<file path="config.mk">
export PLATFORM = sky130hd
export DESIGN_NAME = mie_core
export DESIGN_NICKNAME = d
export VERILOG_FILES = /design/src/verilog/mie_pkg.sv /design/src/verilog/mie_core.sv
export SDC_FILE = /design/constraint.sdc
export NUM_CORES = 2
export LEC_CHECK = 0
export BUFFER_PORTS_ARGS = -buffer_cell sky130_fd_sc_hd__buf_2
export CORE_MARGIN = 5
export CORE_UTILIZATION = 35
export DETAILED_ROUTE_END_ITERATION = 10
export GPL_ROUTABILITY_DRIVEN = 0
export SLEW_MARGIN = 25
export SYNTH_ARGS = -nofsm -noshare
export SYNTH_HDL_FRONTEND = slang
export SYNTH_SLANG_ARGS = --single-unit
</file>
<file path="constraint.sdc">
create_clock -name aclk -period 8 [get_ports aclk]
set_clock_uncertainty 0.15 [all_clocks]
set_input_delay 1.6 -clock aclk [delete_from_list [all_inputs] [get_ports aclk]]
set_output_delay 1.6 -clock aclk [all_outputs]
set_load 0.02 [all_outputs]
</file>
<file path="src/verilog/mie_pkg.sv">
package mie_pkg;

  // ----------------------------------------------------------------------
  // Instruction encodings
  // ----------------------------------------------------------------------
  localparam int unsigned INSTR_W      = 14;
  localparam logic [13:0] OPC_LIT_ACC  = 14'h3000;
  localparam logic [13:0] MSK_LIT_ACC  = 14'h3F00;
  localparam logic [13:0] OPC_BANK     = 14'h0020;
  localparam logic [13:0] MSK_BANK     = 14'h3FE0;
  localparam logic [13:0] OPC_PAGE     = 14'h3180;
  localparam logic [13:0] MSK_PAGE     = 14'h3F80;
  localparam logic [13:0] OPC_STORE    = 14'h0080;
  localparam logic [13:0] MSK_STORE    = 14'h3F80;
  localparam logic [13:0] OPC_IND_MM   = 14'h0010;
  localparam logic [13:0] MSK_IND_MM   = 14'h3FF8;
  localparam logic [13:0] OPC_IND_OFS  = 14'h3F00;
  localparam logic [13:0] MSK_IND_OFS  = 14'h3F80;

  // Field positions inside the instruction word.
  localparam int unsigned MM_LSB       = 0;
  localparam int unsigned MM_SEL_BIT   = 2;
  localparam int unsigned OFS_LSB      = 0;
  localparam int unsigned OFS_W        = 6;
  localparam int unsigned OFS_SEL_BIT  = 6;
  localparam int unsigned BANK_W       = 5;
  localparam int unsigned PAGE_W       = 7;
  localparam int unsigned FILE_W       = 7;

  // Auto update mode field codes.
  localparam logic [1:0] MODE_PRE_INC  = 2'h0;
  localparam logic [1:0] MODE_PRE_DEC  = 2'h1;
  localparam logic [1:0] MODE_POST_INC = 2'h2;
  localparam logic [1:0] MODE_POST_DEC = 2'h3;

  // File addresses that stand for the two indirect data ports.
  localparam logic [6:0] IND0_FILE     = 7'h00;
  localparam logic [6:0] IND1_FILE     = 7'h01;

  // ----------------------------------------------------------------------
  // Register map (byte addresses) and reset values
  // ----------------------------------------------------------------------
  localparam logic [7:0] REG_ACC       = 8'h00;
  localparam logic [7:0] REG_STATUS    = 8'h04;
  localparam logic [7:0] REG_BANK      = 8'h08;
  localparam logic [7:0] REG_PAGE      = 8'h0C;
  localparam logic [7:0] REG_PTR0      = 8'h10;
  localparam logic [7:0] REG_PTR1      = 8'h14;
  localparam logic [7:0] REG_COUNT     = 8'h18;

  localparam logic [7:0]  RST_ACC      = 8'h00;
  localparam logic [4:0]  RST_BANK     = 5'h00;
  localparam logic [6:0]  RST_PAGE     = 7'h00;
  localparam logic [15:0] RST_PTR      = 16'h0000;

  localparam logic [1:0] RESP_OKAY     = 2'h0;
  localparam logic [1:0] RESP_SLVERR   = 2'h2;

endpackage

</file>
<file path="src/verilog/mie_core.sv">
`timescale 1ns/10ps
// What this block does
// - Indirect load copies the addressed byte to the accumulator, sets zero.
// - Mode field: 00 pre-inc, 01 pre-dec, 10 post-inc, 11 post-dec.
// - Pointer ends one up or down; offset form leaves it unchanged.
// - Select bit picks pointer; pre modes step before, post modes after.
// - Indirect data port access goes to the address held in its pointer.
// - Pointers are 16 bits and wrap at both ends of their range.
// - Pointer update leaves flags alone; only loaded data sets zero flag.
// - Load bank literal writes bank select register, flags unchanged.
// - Page literal writes seven-bit program counter high latch; flags kept.
// - Literal load puts eight-bit value in accumulator, one cycle, no flags.
// - Store copies accumulator to the seven-bit addressed file register.
module mie_core
  import mie_pkg::*;
#(
  parameter int unsigned DATA_AW = 8
) (
  input  wire logic                        aclk,
  input  wire logic                        aresetn,
  input  wire logic                        instr_valid,
  output logic                             instr_ready,
  input  wire logic [mie_pkg::INSTR_W-1:0] instr_word,
  input  wire logic [7:0]                  s_axi_awaddr,
  input  wire logic                        s_axi_awvalid,
  output logic                             s_axi_awready,
  input  wire logic [31:0]                 s_axi_wdata,
  input  wire logic [3:0]                  s_axi_wstrb,
  input  wire logic                        s_axi_wvalid,
  output logic                             s_axi_wready,
  output logic [1:0]                       s_axi_bresp,
  output logic                             s_axi_bvalid,
  input  wire logic                        s_axi_bready,
  input  wire logic [7:0]                  s_axi_araddr,
  input  wire logic                        s_axi_arvalid,
  output logic                             s_axi_arready,
  output logic [31:0]                      s_axi_rdata,
  output logic [1:0]                       s_axi_rresp,
  output logic                             s_axi_rvalid,
  input  wire logic                        s_axi_rready
);
  import mie_pkg::*;

  // ----------------------------------------------------------------------
  // Core state
  // ----------------------------------------------------------------------
  logic [7:0]  acc_q,  acc_d;
  logic        zero_q, zero_d;
  logic [4:0]  bank_q, bank_d;
  logic [6:0]  page_q, page_d;
  logic [15:0] ptr0_q, ptr0_d;
  logic [15:0] ptr1_q, ptr1_d;
  logic [31:0] count_q;
  logic [7:0]  mem_q [2**DATA_AW];

  // ----------------------------------------------------------------------
  // Bus slave state
  // ----------------------------------------------------------------------
  logic        awv_q, wv_q, bvalid_q, rvalid_q;
  logic [7:0]  awaddr_q;
  logic [31:0] wdata_q, rdata_q;
  logic [3:0]  wstrb_q;
  logic [1:0]  bresp_q, rresp_q;

  // ----------------------------------------------------------------------
  // Decode
  // ----------------------------------------------------------------------
  wire exec      = instr_valid & instr_ready;
  wire is_lit    = (instr_word & MSK_LIT_ACC) == OPC_LIT_ACC;
  wire is_bank   = (instr_word & MSK_BANK) == OPC_BANK;
  wire is_page   = (instr_word & MSK_PAGE) == OPC_PAGE;
  wire is_store  = (instr_word & MSK_STORE) == OPC_STORE;
  wire is_mm     = (instr_word & MSK_IND_MM) == OPC_IND_MM;
  wire is_ofs    = (instr_word & MSK_IND_OFS) == OPC_IND_OFS;
  wire is_ld     = is_mm | is_ofs;

  wire [1:0] mode     = instr_word[MM_LSB +: 2];
  wire       mode_dec = mode[0];
  wire       mode_post = mode[1];
  wire       sel      = is_ofs ? instr_word[OFS_SEL_BIT]
                               : instr_word[MM_SEL_BIT];
  wire [5:0] ofs      = instr_word[OFS_LSB +: OFS_W];
  // An offset of zero is simply the all-zero field.
  wire [15:0] ofs_ext = {{10{ofs[5]}}, ofs};

  wire [15:0] ptr_cur  = sel ? ptr1_q : ptr0_q;
  // Plain 16-bit arithmetic wraps both ways without extra logic.
  wire [15:0] ptr_step = mode_dec ? ptr_cur - 16'h0001
                                  : ptr_cur + 16'h0001;
  wire [15:0] ptr_new  = is_ofs ? ptr_cur : ptr_step;
  wire [15:0] ld_ea    = is_ofs ? ptr_cur + ofs_ext
                       : (mode_post ? ptr_cur : ptr_step);
  wire [7:0]  ld_data  = mem_q[ld_ea[DATA_AW-1:0]];

  wire [6:0]  st_f     = instr_word[FILE_W-1:0];
  wire [15:0] st_ea    = (st_f == IND0_FILE) ? ptr0_q
                       : (st_f == IND1_FILE) ? ptr1_q
                       : {9'h000, st_f};

  // ----------------------------------------------------------------------
  // Bus write path
  // ----------------------------------------------------------------------
  wire wr_fire  = awv_q & wv_q & ~bvalid_q;
  wire wr_hit   = (awaddr_q == REG_ACC) | (awaddr_q == REG_STATUS)
                | (awaddr_q == REG_BANK) | (awaddr_q == REG_PAGE)
                | (awaddr_q == REG_PTR0) | (awaddr_q == REG_PTR1)
                | (awaddr_q == REG_COUNT);
  wire wr_b0    = wr_fire & wstrb_q[0];
  wire wr_b1    = wr_fire & wstrb_q[1];
  wire [15:0] ptr0_bus = {wr_b1 ? wdata_q[15:8] : ptr0_q[15:8],
                          wr_b0 ? wdata_q[7:0] : ptr0_q[7:0]};
  wire [15:0] ptr1_bus = {wr_b1 ? wdata_q[15:8] : ptr1_q[15:8],
                          wr_b0 ? wdata_q[7:0] : ptr1_q[7:0]};
  wire bus_ptr0 = (wr_b0 | wr_b1) & (awaddr_q == REG_PTR0);
  wire bus_ptr1 = (wr_b0 | wr_b1) & (awaddr_q == REG_PTR1);

  // A bus write and an instruction never share a cycle, so software never
  // races the core on the same register.
  assign instr_ready   = ~wr_fire;
  assign s_axi_awready = ~awv_q & ~bvalid_q;
  assign s_axi_wready  = ~wv_q & ~bvalid_q;
  assign s_axi_bvalid  = bvalid_q;
  assign s_axi_bresp   = bresp_q;

  // ----------------------------------------------------------------------
  // Next state
  // ----------------------------------------------------------------------
  assign acc_d  = (wr_b0 & (awaddr_q == REG_ACC)) ? wdata_q[7:0]
                : (exec & is_lit) ? instr_word[7:0]
                : (exec & is_ld) ? ld_data
                : acc_q;
  assign zero_d = (exec & is_ld) ? (ld_data == 8'h00) : zero_q;
  assign bank_d = (wr_b0 & (awaddr_q == REG_BANK)) ? wdata_q[4:0]
                : (exec & is_bank) ? instr_word[BANK_W-1:0]
                : bank_q;
  assign page_d = (wr_b0 & (awaddr_q == REG_PAGE)) ? wdata_q[6:0]
                : (exec & is_page) ? instr_word[PAGE_W-1:0]
                : page_q;
  assign ptr0_d = bus_ptr0 ? ptr0_bus
                : (exec & is_ld & ~sel) ? ptr_new : ptr0_q;
  assign ptr1_d = bus_ptr1 ? ptr1_bus
                : (exec & is_ld & sel) ? ptr_new : ptr1_q;

  always_ff @(posedge aclk) begin
    if (!aresetn) begin
      acc_q   <= RST_ACC;
      zero_q  <= 1'b0;
      bank_q  <= RST_BANK;
      page_q  <= RST_PAGE;
      ptr0_q  <= RST_PTR;
      ptr1_q  <= RST_PTR;
      count_q <= 32'h0000_0000;
    end else begin
      acc_q   <= acc_d;
      zero_q  <= zero_d;
      bank_q  <= bank_d;
      page_q  <= page_d;
      ptr0_q  <= ptr0_d;
      ptr1_q  <= ptr1_d;
      count_q <= count_q + {31'h0000_0000, exec};
    end
  end

  // File registers hold no reset; software must not rely on their contents.
  always_ff @(posedge aclk) begin
    if (exec & is_store) begin
      mem_q[st_ea[DATA_AW-1:0]] <= acc_q;
    end
  end

  always_ff @(posedge aclk) begin
    if (!aresetn) begin
      awv_q    <= 1'b0;
      wv_q     <= 1'b0;
      bvalid_q <= 1'b0;
      bresp_q  <= RESP_OKAY;
      awaddr_q <= 8'h00;
      wdata_q  <= 32'h0000_0000;
      wstrb_q  <= 4'h0;
    end else begin
      if (s_axi_awvalid & s_axi_awready) begin
        awv_q    <= 1'b1;
        awaddr_q <= s_axi_awaddr;
      end else if (wr_fire) begin
        awv_q <= 1'b0;
      end
      if (s_axi_wvalid & s_axi_wready) begin
        wv_q    <= 1'b1;
        wdata_q <= s_axi_wdata;
        wstrb_q <= s_axi_wstrb;
      end else if (wr_fire) begin
        wv_q <= 1'b0;
      end
      if (wr_fire) begin
        bvalid_q <= 1'b1;
        bresp_q  <= wr_hit ? RESP_OKAY : RESP_SLVERR;
      end else if (s_axi_bready) begin
        bvalid_q <= 1'b0;
      end
    end
  end

  // ----------------------------------------------------------------------
  // Bus read path
  // ----------------------------------------------------------------------
  wire [31:0] rd_mux =
      (s_axi_araddr == REG_ACC)    ? {24'h00_0000, acc_q}
    : (s_axi_araddr == REG_STATUS) ? {31'h0000_0000, zero_q}
    : (s_axi_araddr == REG_BANK)   ? {27'h000_0000, bank_q}
    : (s_axi_araddr == REG_PAGE)   ? {25'h000_0000, page_q}
    : (s_axi_araddr == REG_PTR0)   ? {16'h0000, ptr0_q}
    : (s_axi_araddr == REG_PTR1)   ? {16'h0000, ptr1_q}
    : (s_axi_araddr == REG_COUNT)  ? count_q
    : 32'h0000_0000;
  wire rd_hit = (s_axi_araddr[7:2] <= REG_COUNT[7:2])
              & (s_axi_araddr[1:0] == 2'h0);

  assign s_axi_arready = ~rvalid_q;
  assign s_axi_rvalid  = rvalid_q;
  assign s_axi_rdata   = rdata_q;
  assign s_axi_rresp   = rresp_q;

  always_ff @(posedge aclk) begin
    if (!aresetn) begin
      rvalid_q <= 1'b0;
      rdata_q  <= 32'h0000_0000;
      rresp_q  <= RESP_OKAY;
    end else if (s_axi_arvalid & s_axi_arready) begin
      rvalid_q <= 1'b1;
      rdata_q  <= rd_mux;
      rresp_q  <= rd_hit ? RESP_OKAY : RESP_SLVERR;
    end else if (s_axi_rready) begin
      rvalid_q <= 1'b0;
    end
  end
endmodule // mie_core

</file>
-- Yosys cells after proc, flatten, opt, wreduce, memory -nomap -nowiden
Memories as Yosys holds them, arrays and structs flattened.
Index checks and enable logic that the tools add are counted.
W data, S select, Z words.
- flip-flop bits (word level): 151
- bits in latches: 0
- bits in writable memories: 2048
- bits in read-only memories: 0
- output and inout bits: 42
- logic and storage cells: 142
- memories: 1
- add/sub/neg operators: 4
- multiply operators: 0
- div/mod/pow operators: 0
- $lt $le $gt $ge: 1
- equal/unequal tests: 23
- shift-type cells: 0
- mux-type cells: 39
- bitwise operators: 37
- reduce and logical (&&, ||, !) cells: 18
- memory list (memory ; words ; bits a word ; read ports ; clocked after Yosys merged registers in ; wr ports ; RTL line ; source):
    mem_q ; 256 ; 8 ; 1 ; 0 ; 1 ; mie_core.sv:54 ; logic [7:0] mem_q [2**DATA_AW];
- operators by type and width (cell ; number):
    $mux W32 ; 7
    $mux W16 ; 7
    $mux W8 ; 9
    $eq A8 B5 Y1 const B ; 6
    $add A32 B1 Y32 ; 1
    $eq A8 B4 Y1 const B ; 4
    $logic_not A8 Y1 ; 3
    $and A1 B1 Y1 ; 23
    $add A16 B1 Y16 const B ; 1
    $eq A8 B3 Y1 const B ; 2
    $reduce_bool A2 Y1 ; 8
    $sub A16 B1 Y16 const B ; 1
    $eq A7 B1 Y1 const B ; 2
    $eq A7 B7 Y1 const B ; 2
    $mux W7 ; 2
    $eq A11 B2 Y1 const B ; 1
    $mux W1 ; 10
    $mux W5 ; 2
    $eq A9 B1 Y1 const B ; 1
    $add A8 B8 Y8 ; 1
    $ne A2 B2 Y1 const B ; 4
    $or A1 B1 Y1 ; 8
    $reduce_and A2 Y1 ; 4
    $logic_not A7 Y1 ; 1
    other kinds (6) ; 12

-- Logic depth before layout (Yosys ltp)
An unclocked memory read counts as a cell.
- depth after elaboration: 11
- depth in mapped cells: 26
- gate-level depth less buffers: 18

-- Worst setup path after synthesis
No wires, ideal clock.
- path kind: in2reg
- from: input port instr_word[7] (netlist name)
- to: register zero_q
- setup time: 0.069 ns
- data arrival time: 6.316 ns
- path slack: 1.465 ns
- cell stages on the path: 22
- path through: nand4b_4 nor2_1 mux2i_1 clkbuf_1 mux2_2 ha_1 fa_1 inv_1 nor3_1 a21o_1 buf_2 buf_6 buf_2 mux2i_1 mux2i_1 a32o_1 a211oi_1 o22ai_1 or4_1 o32ai_1 nand4_1 o21ai_1
- word-level cells in the longest chain between the ends: 9
- elaborated cells on any way between the ends: 14
- classes of those cells: add/sub (3); eq/ne (2); mux (5); bitwise (2); reduce/logical (1); memory (1)
- ends and longest elaborated chain (item ; RTL line ; source):
    start, declared ; mie_core.sv:23 ; input wire logic [mie_pkg::INSTR_W-1:0] instr_word,
    $eq A7 B7 Y1 ; mie_core.sv:74 ; wire is_ofs = (instr_word & MSK_IND_OFS) == OPC_IND_OFS;
    $mux W1 ; mie_core.sv:80 ; wire sel = is_ofs ? instr_word[OFS_SEL_BIT]
    $mux W16 ; mie_core.sv:86 ; wire [15:0] ptr_cur = sel ? ptr1_q : ptr0_q;
    $add A16 B1 Y16 / $sub A16 B1 Y16 (equally long branches) ; mie_core.sv:89, mie_core.sv:88 ;
    $mux W16 ; mie_core.sv:88 ; wire [15:0] ptr_step = mode_dec ? ptr_cur - 16'h0001
    $mux W8 ; mie_core.sv:92 ; : (mode_post ? ptr_cur : ptr_step);
    $mux W8 ; mie_core.sv:91 ; wire [15:0] ld_ea = is_ofs ? ptr_cur + ofs_ext
    $mem_v2 Z256 W8 ; - ;
    $logic_not A8 Y1 ; mie_core.sv:132 ; assign zero_d = (exec & is_ld) ? (ld_data == 8'h00) : zero_q;
    end signal, assigned ; mie_core.sv:155 ; zero_q <= zero_d;
    end, declared ; mie_core.sv:48 ; logic zero_q, zero_d;
Parallel ways exist; a longest one is shown, timed or not.
A chain may end at the register's enable or synchronous reset.

-- Worst setup path after layout
Ends and elaborated chain as after synthesis.

==> results.yml <==
worst_setup_path:
  arrival_ns: 8.19
  worstSetupPathType: "in -> reg"
  cp.required_ns: 8.62
  setup.worst_path.end_class: "flop"
  crit_path_start_kind: "primary input"
  critPathMaxFanout: 37
drt:
  drc: 0
  drt-wirelength-per-cell_um: 28.0
  post_drt_via_cell_ratio: 5.76
  via_count: 62400
  drtIter0Drc: 8759
  wl_mm: 303
  antenna_left: 0
  firstDrtPassIters: 7
clock_network:
  cts-root-buf: "clkbuf_16"
  cts_resized: 0
  htree_num_levels: 4
  clkLatencyLatePin_ns: 0.88
  cts_tree: "yes"
  cts_setup_buffers: 0
  cts_hold_buf: 0
  cts.sink_count: 2197
  clkSlewWorstSetupHoldPaths_ns: 0.06
  numCtsBuffers: 222
  cts.path.max_buffers: 3
place:
  placed_cell_area_um2: 97200
  numPortBuffers: 95
  hpwl_mm: 190
  dp.cells: 10400
  dp_slack_ns: -0.0428
run_status:
  status: "complete, no violations"
logic_synthesis:
  syn_avg_cell_area_um2: 13.0
  synth-edff-count: 2048
  synth_cell_type_count: 86
  synth-main-ff-cell: "edfxtp_1"
  synth-seq-cells: 2197
  synth_area_um2: 91100
  ys_async_sr_fraction: 0
  yosysWarnings: 0
  ys_seq_area_frac: 0.708
  synthCells: 7021
layout:
  syn2layout_area_growth_pct: 14.6
  final_util: 0.402
  stdcell_count: 10800
  finalNetCount: 7330
  layout_common_cells: "2048 x edfxtp_1, 1546 x nand2_1, 670 x nand3_1, 437 x nor2_1, 420 x mux2i_1"
  final_common_cell: "edfxtp_1"
  seqCellArea_um2: 64500
  design_area_um2: 104000
  multi_input_area_um2: 24300
  fill_cells: 23900
  drive_gt1_frac: 0.116
worst_hold_path:
  hold_class: "reg -> reg"
global_route:
  grt_max_degree: 189
  antenna_found_initial: 15
  overflow: 0
  grt_usage: 0.216
  grt_pass1_wl_mm: 430
  grt_pass1_vias: 58200
timing:
  tightest_slew_ns: 1.26
  finalCriticalPeriod_ns: 7.57
  hold_ws_ns: 0.304
  final_hold_viol_count: 0
  fmax_mhz: 132
  maxSlewHeadroom: 0.160
  setup_slack_ns: 0.429
  rsz0062_at_grt: "false"
  fin_crit_sh: 0.946
  fin_tns_setup_ns: 0
  drv_slew: 0
  setup_viol: 0
pwr:
  cellPowerDensity_nw_per_um2: 233
  peakVddDrop_uv: 234
  p_leak_nw: 36.9
  total_power_mw: 24.4
floorplan:
  die_x_um: 520
  die_h_um: 520
  die_area_um2: 271000
  start_util: 0.351
  fp.coreArea_um2: 259000
  rows: 187
  ios: 116
job:
  maxCapViolCount: 0
per-layer routing:
layer | part of all wire | vias up | global-route usage
li1 | - | 26600 | -
met1 | 0.39 | 31100 | 0.293
met2 | 0.44 | 3887 | 0.322
met3 | 0.12 | 744 | 0.0600
met4 | 0.053 | 16 | 0.0990
met5 | 0.00072 | - | 0.00333
cell type report:
cell class	count	area share
clock inverter	132	0.0118
antenna	6	0.000144
inverter	60	0.00217
clock buffer	280	0.0562
sequential	2197	0.618
tap	3402	0.0408
timing repair buffer	448	0.0383
multi-input combinational	4301	0.233
state kept, by name (all words and copies together) (netlist names), 2 cells and up:
name,count
s_axi_rdata,32
ptr1_q,16
acc_q,8
count_q,32
ptr0_q,16
wdata_q,16
page_q,7
mem_q,2048
wstrb_q,2
awaddr_q,8
bank_q,5
power breakdown:
| group | internal, mW | switching, mW | leakage [nW] |
|---|---|---|---|
| clock | 5.68 | 4.52 | 3.45 |
| combinational | 0.493 | 1.20 | 11.5 |
| sequential | 12.4 | 0.0293 | 21.9 |
path summary, 6_finish.rpt:
| path | start | to | slack, ns | depth (start not counted) |
|---|---|---|---|---|
| max reg2reg | ptr1_q[1] | zero_q | 1.73 | 18 |
| max | instr_word[7] | zero_q | 0.43 | 22 |
| min reg2reg | page_q[3] | page_q[3] | 0.30 | 2 |
| min | page_q[3] | page_q[3] | 0.30 | 2 |
critical path: stages:
cell	delay (ns)
buf_2	0.17
nand4b_4	0.19
nor2_2	0.16
mux2i_2	0.56
mux2_2	0.46
ha_1	0.23
fa_1	0.44
xnor2_1	0.16
nor3_1	0.17
buf_4	0.19
a21o_4	0.46
buf_12	0.33
buf_4	0.30
nand2_1	0.09
nand3_1	0.08
nand3_1	0.09
a311oi_1	0.64
a211oi_1	0.18
o31ai_1	0.86
o211ai_1	0.43
nand4_1	0.22
o21ai_1	0.08
synthesized netlist by cell type, types with 18 or more instances:
library cell	count	area, um2
edfxtp_1	2048	61500
nand2_1	1549	5810
nand3_1	671	3360
nor2_1	456	1710
mux2i_1	421	4210
buf_2	241	1210
dfxtp_1	149	2980
a21oi_1	143	716
clkbuf_1	125	469
a211oi_1	117	878
a31oi_1	107	669
a311oi_1	76	666
and3_1	68	425
inv_1	59	221
o21ai_0	58	290
a32oi_1	56	490
nand4_1	54	338
buf_4	51	383
nor3_1	47	235
a22oi_1	46	345
a221oi_1	39	342
buf_1	36	135
ha_1	24	300
o22ai_1	23	144
mux4_2	20	450
xor2_1	20	175
nor4_1	19	119
or3_1	19	119
o211ai_1	18	135
logic make-up after synthesis:
family / Yosys count / synth area share
AOI/OAI and AO/OA: 841 / 0.0667
buffers and inverters: 524 / 0.0279
xor gates and xnor gates: 33 / 0.00317
DFF: 2197 / 0.708
muxes: 456 / 0.0530
other: 1 / 0.0000411
adders and majority gates: 26 / 0.00373
and+or+nand+nor: 2943 / 0.138
Power figures use the tool's default switching activity.
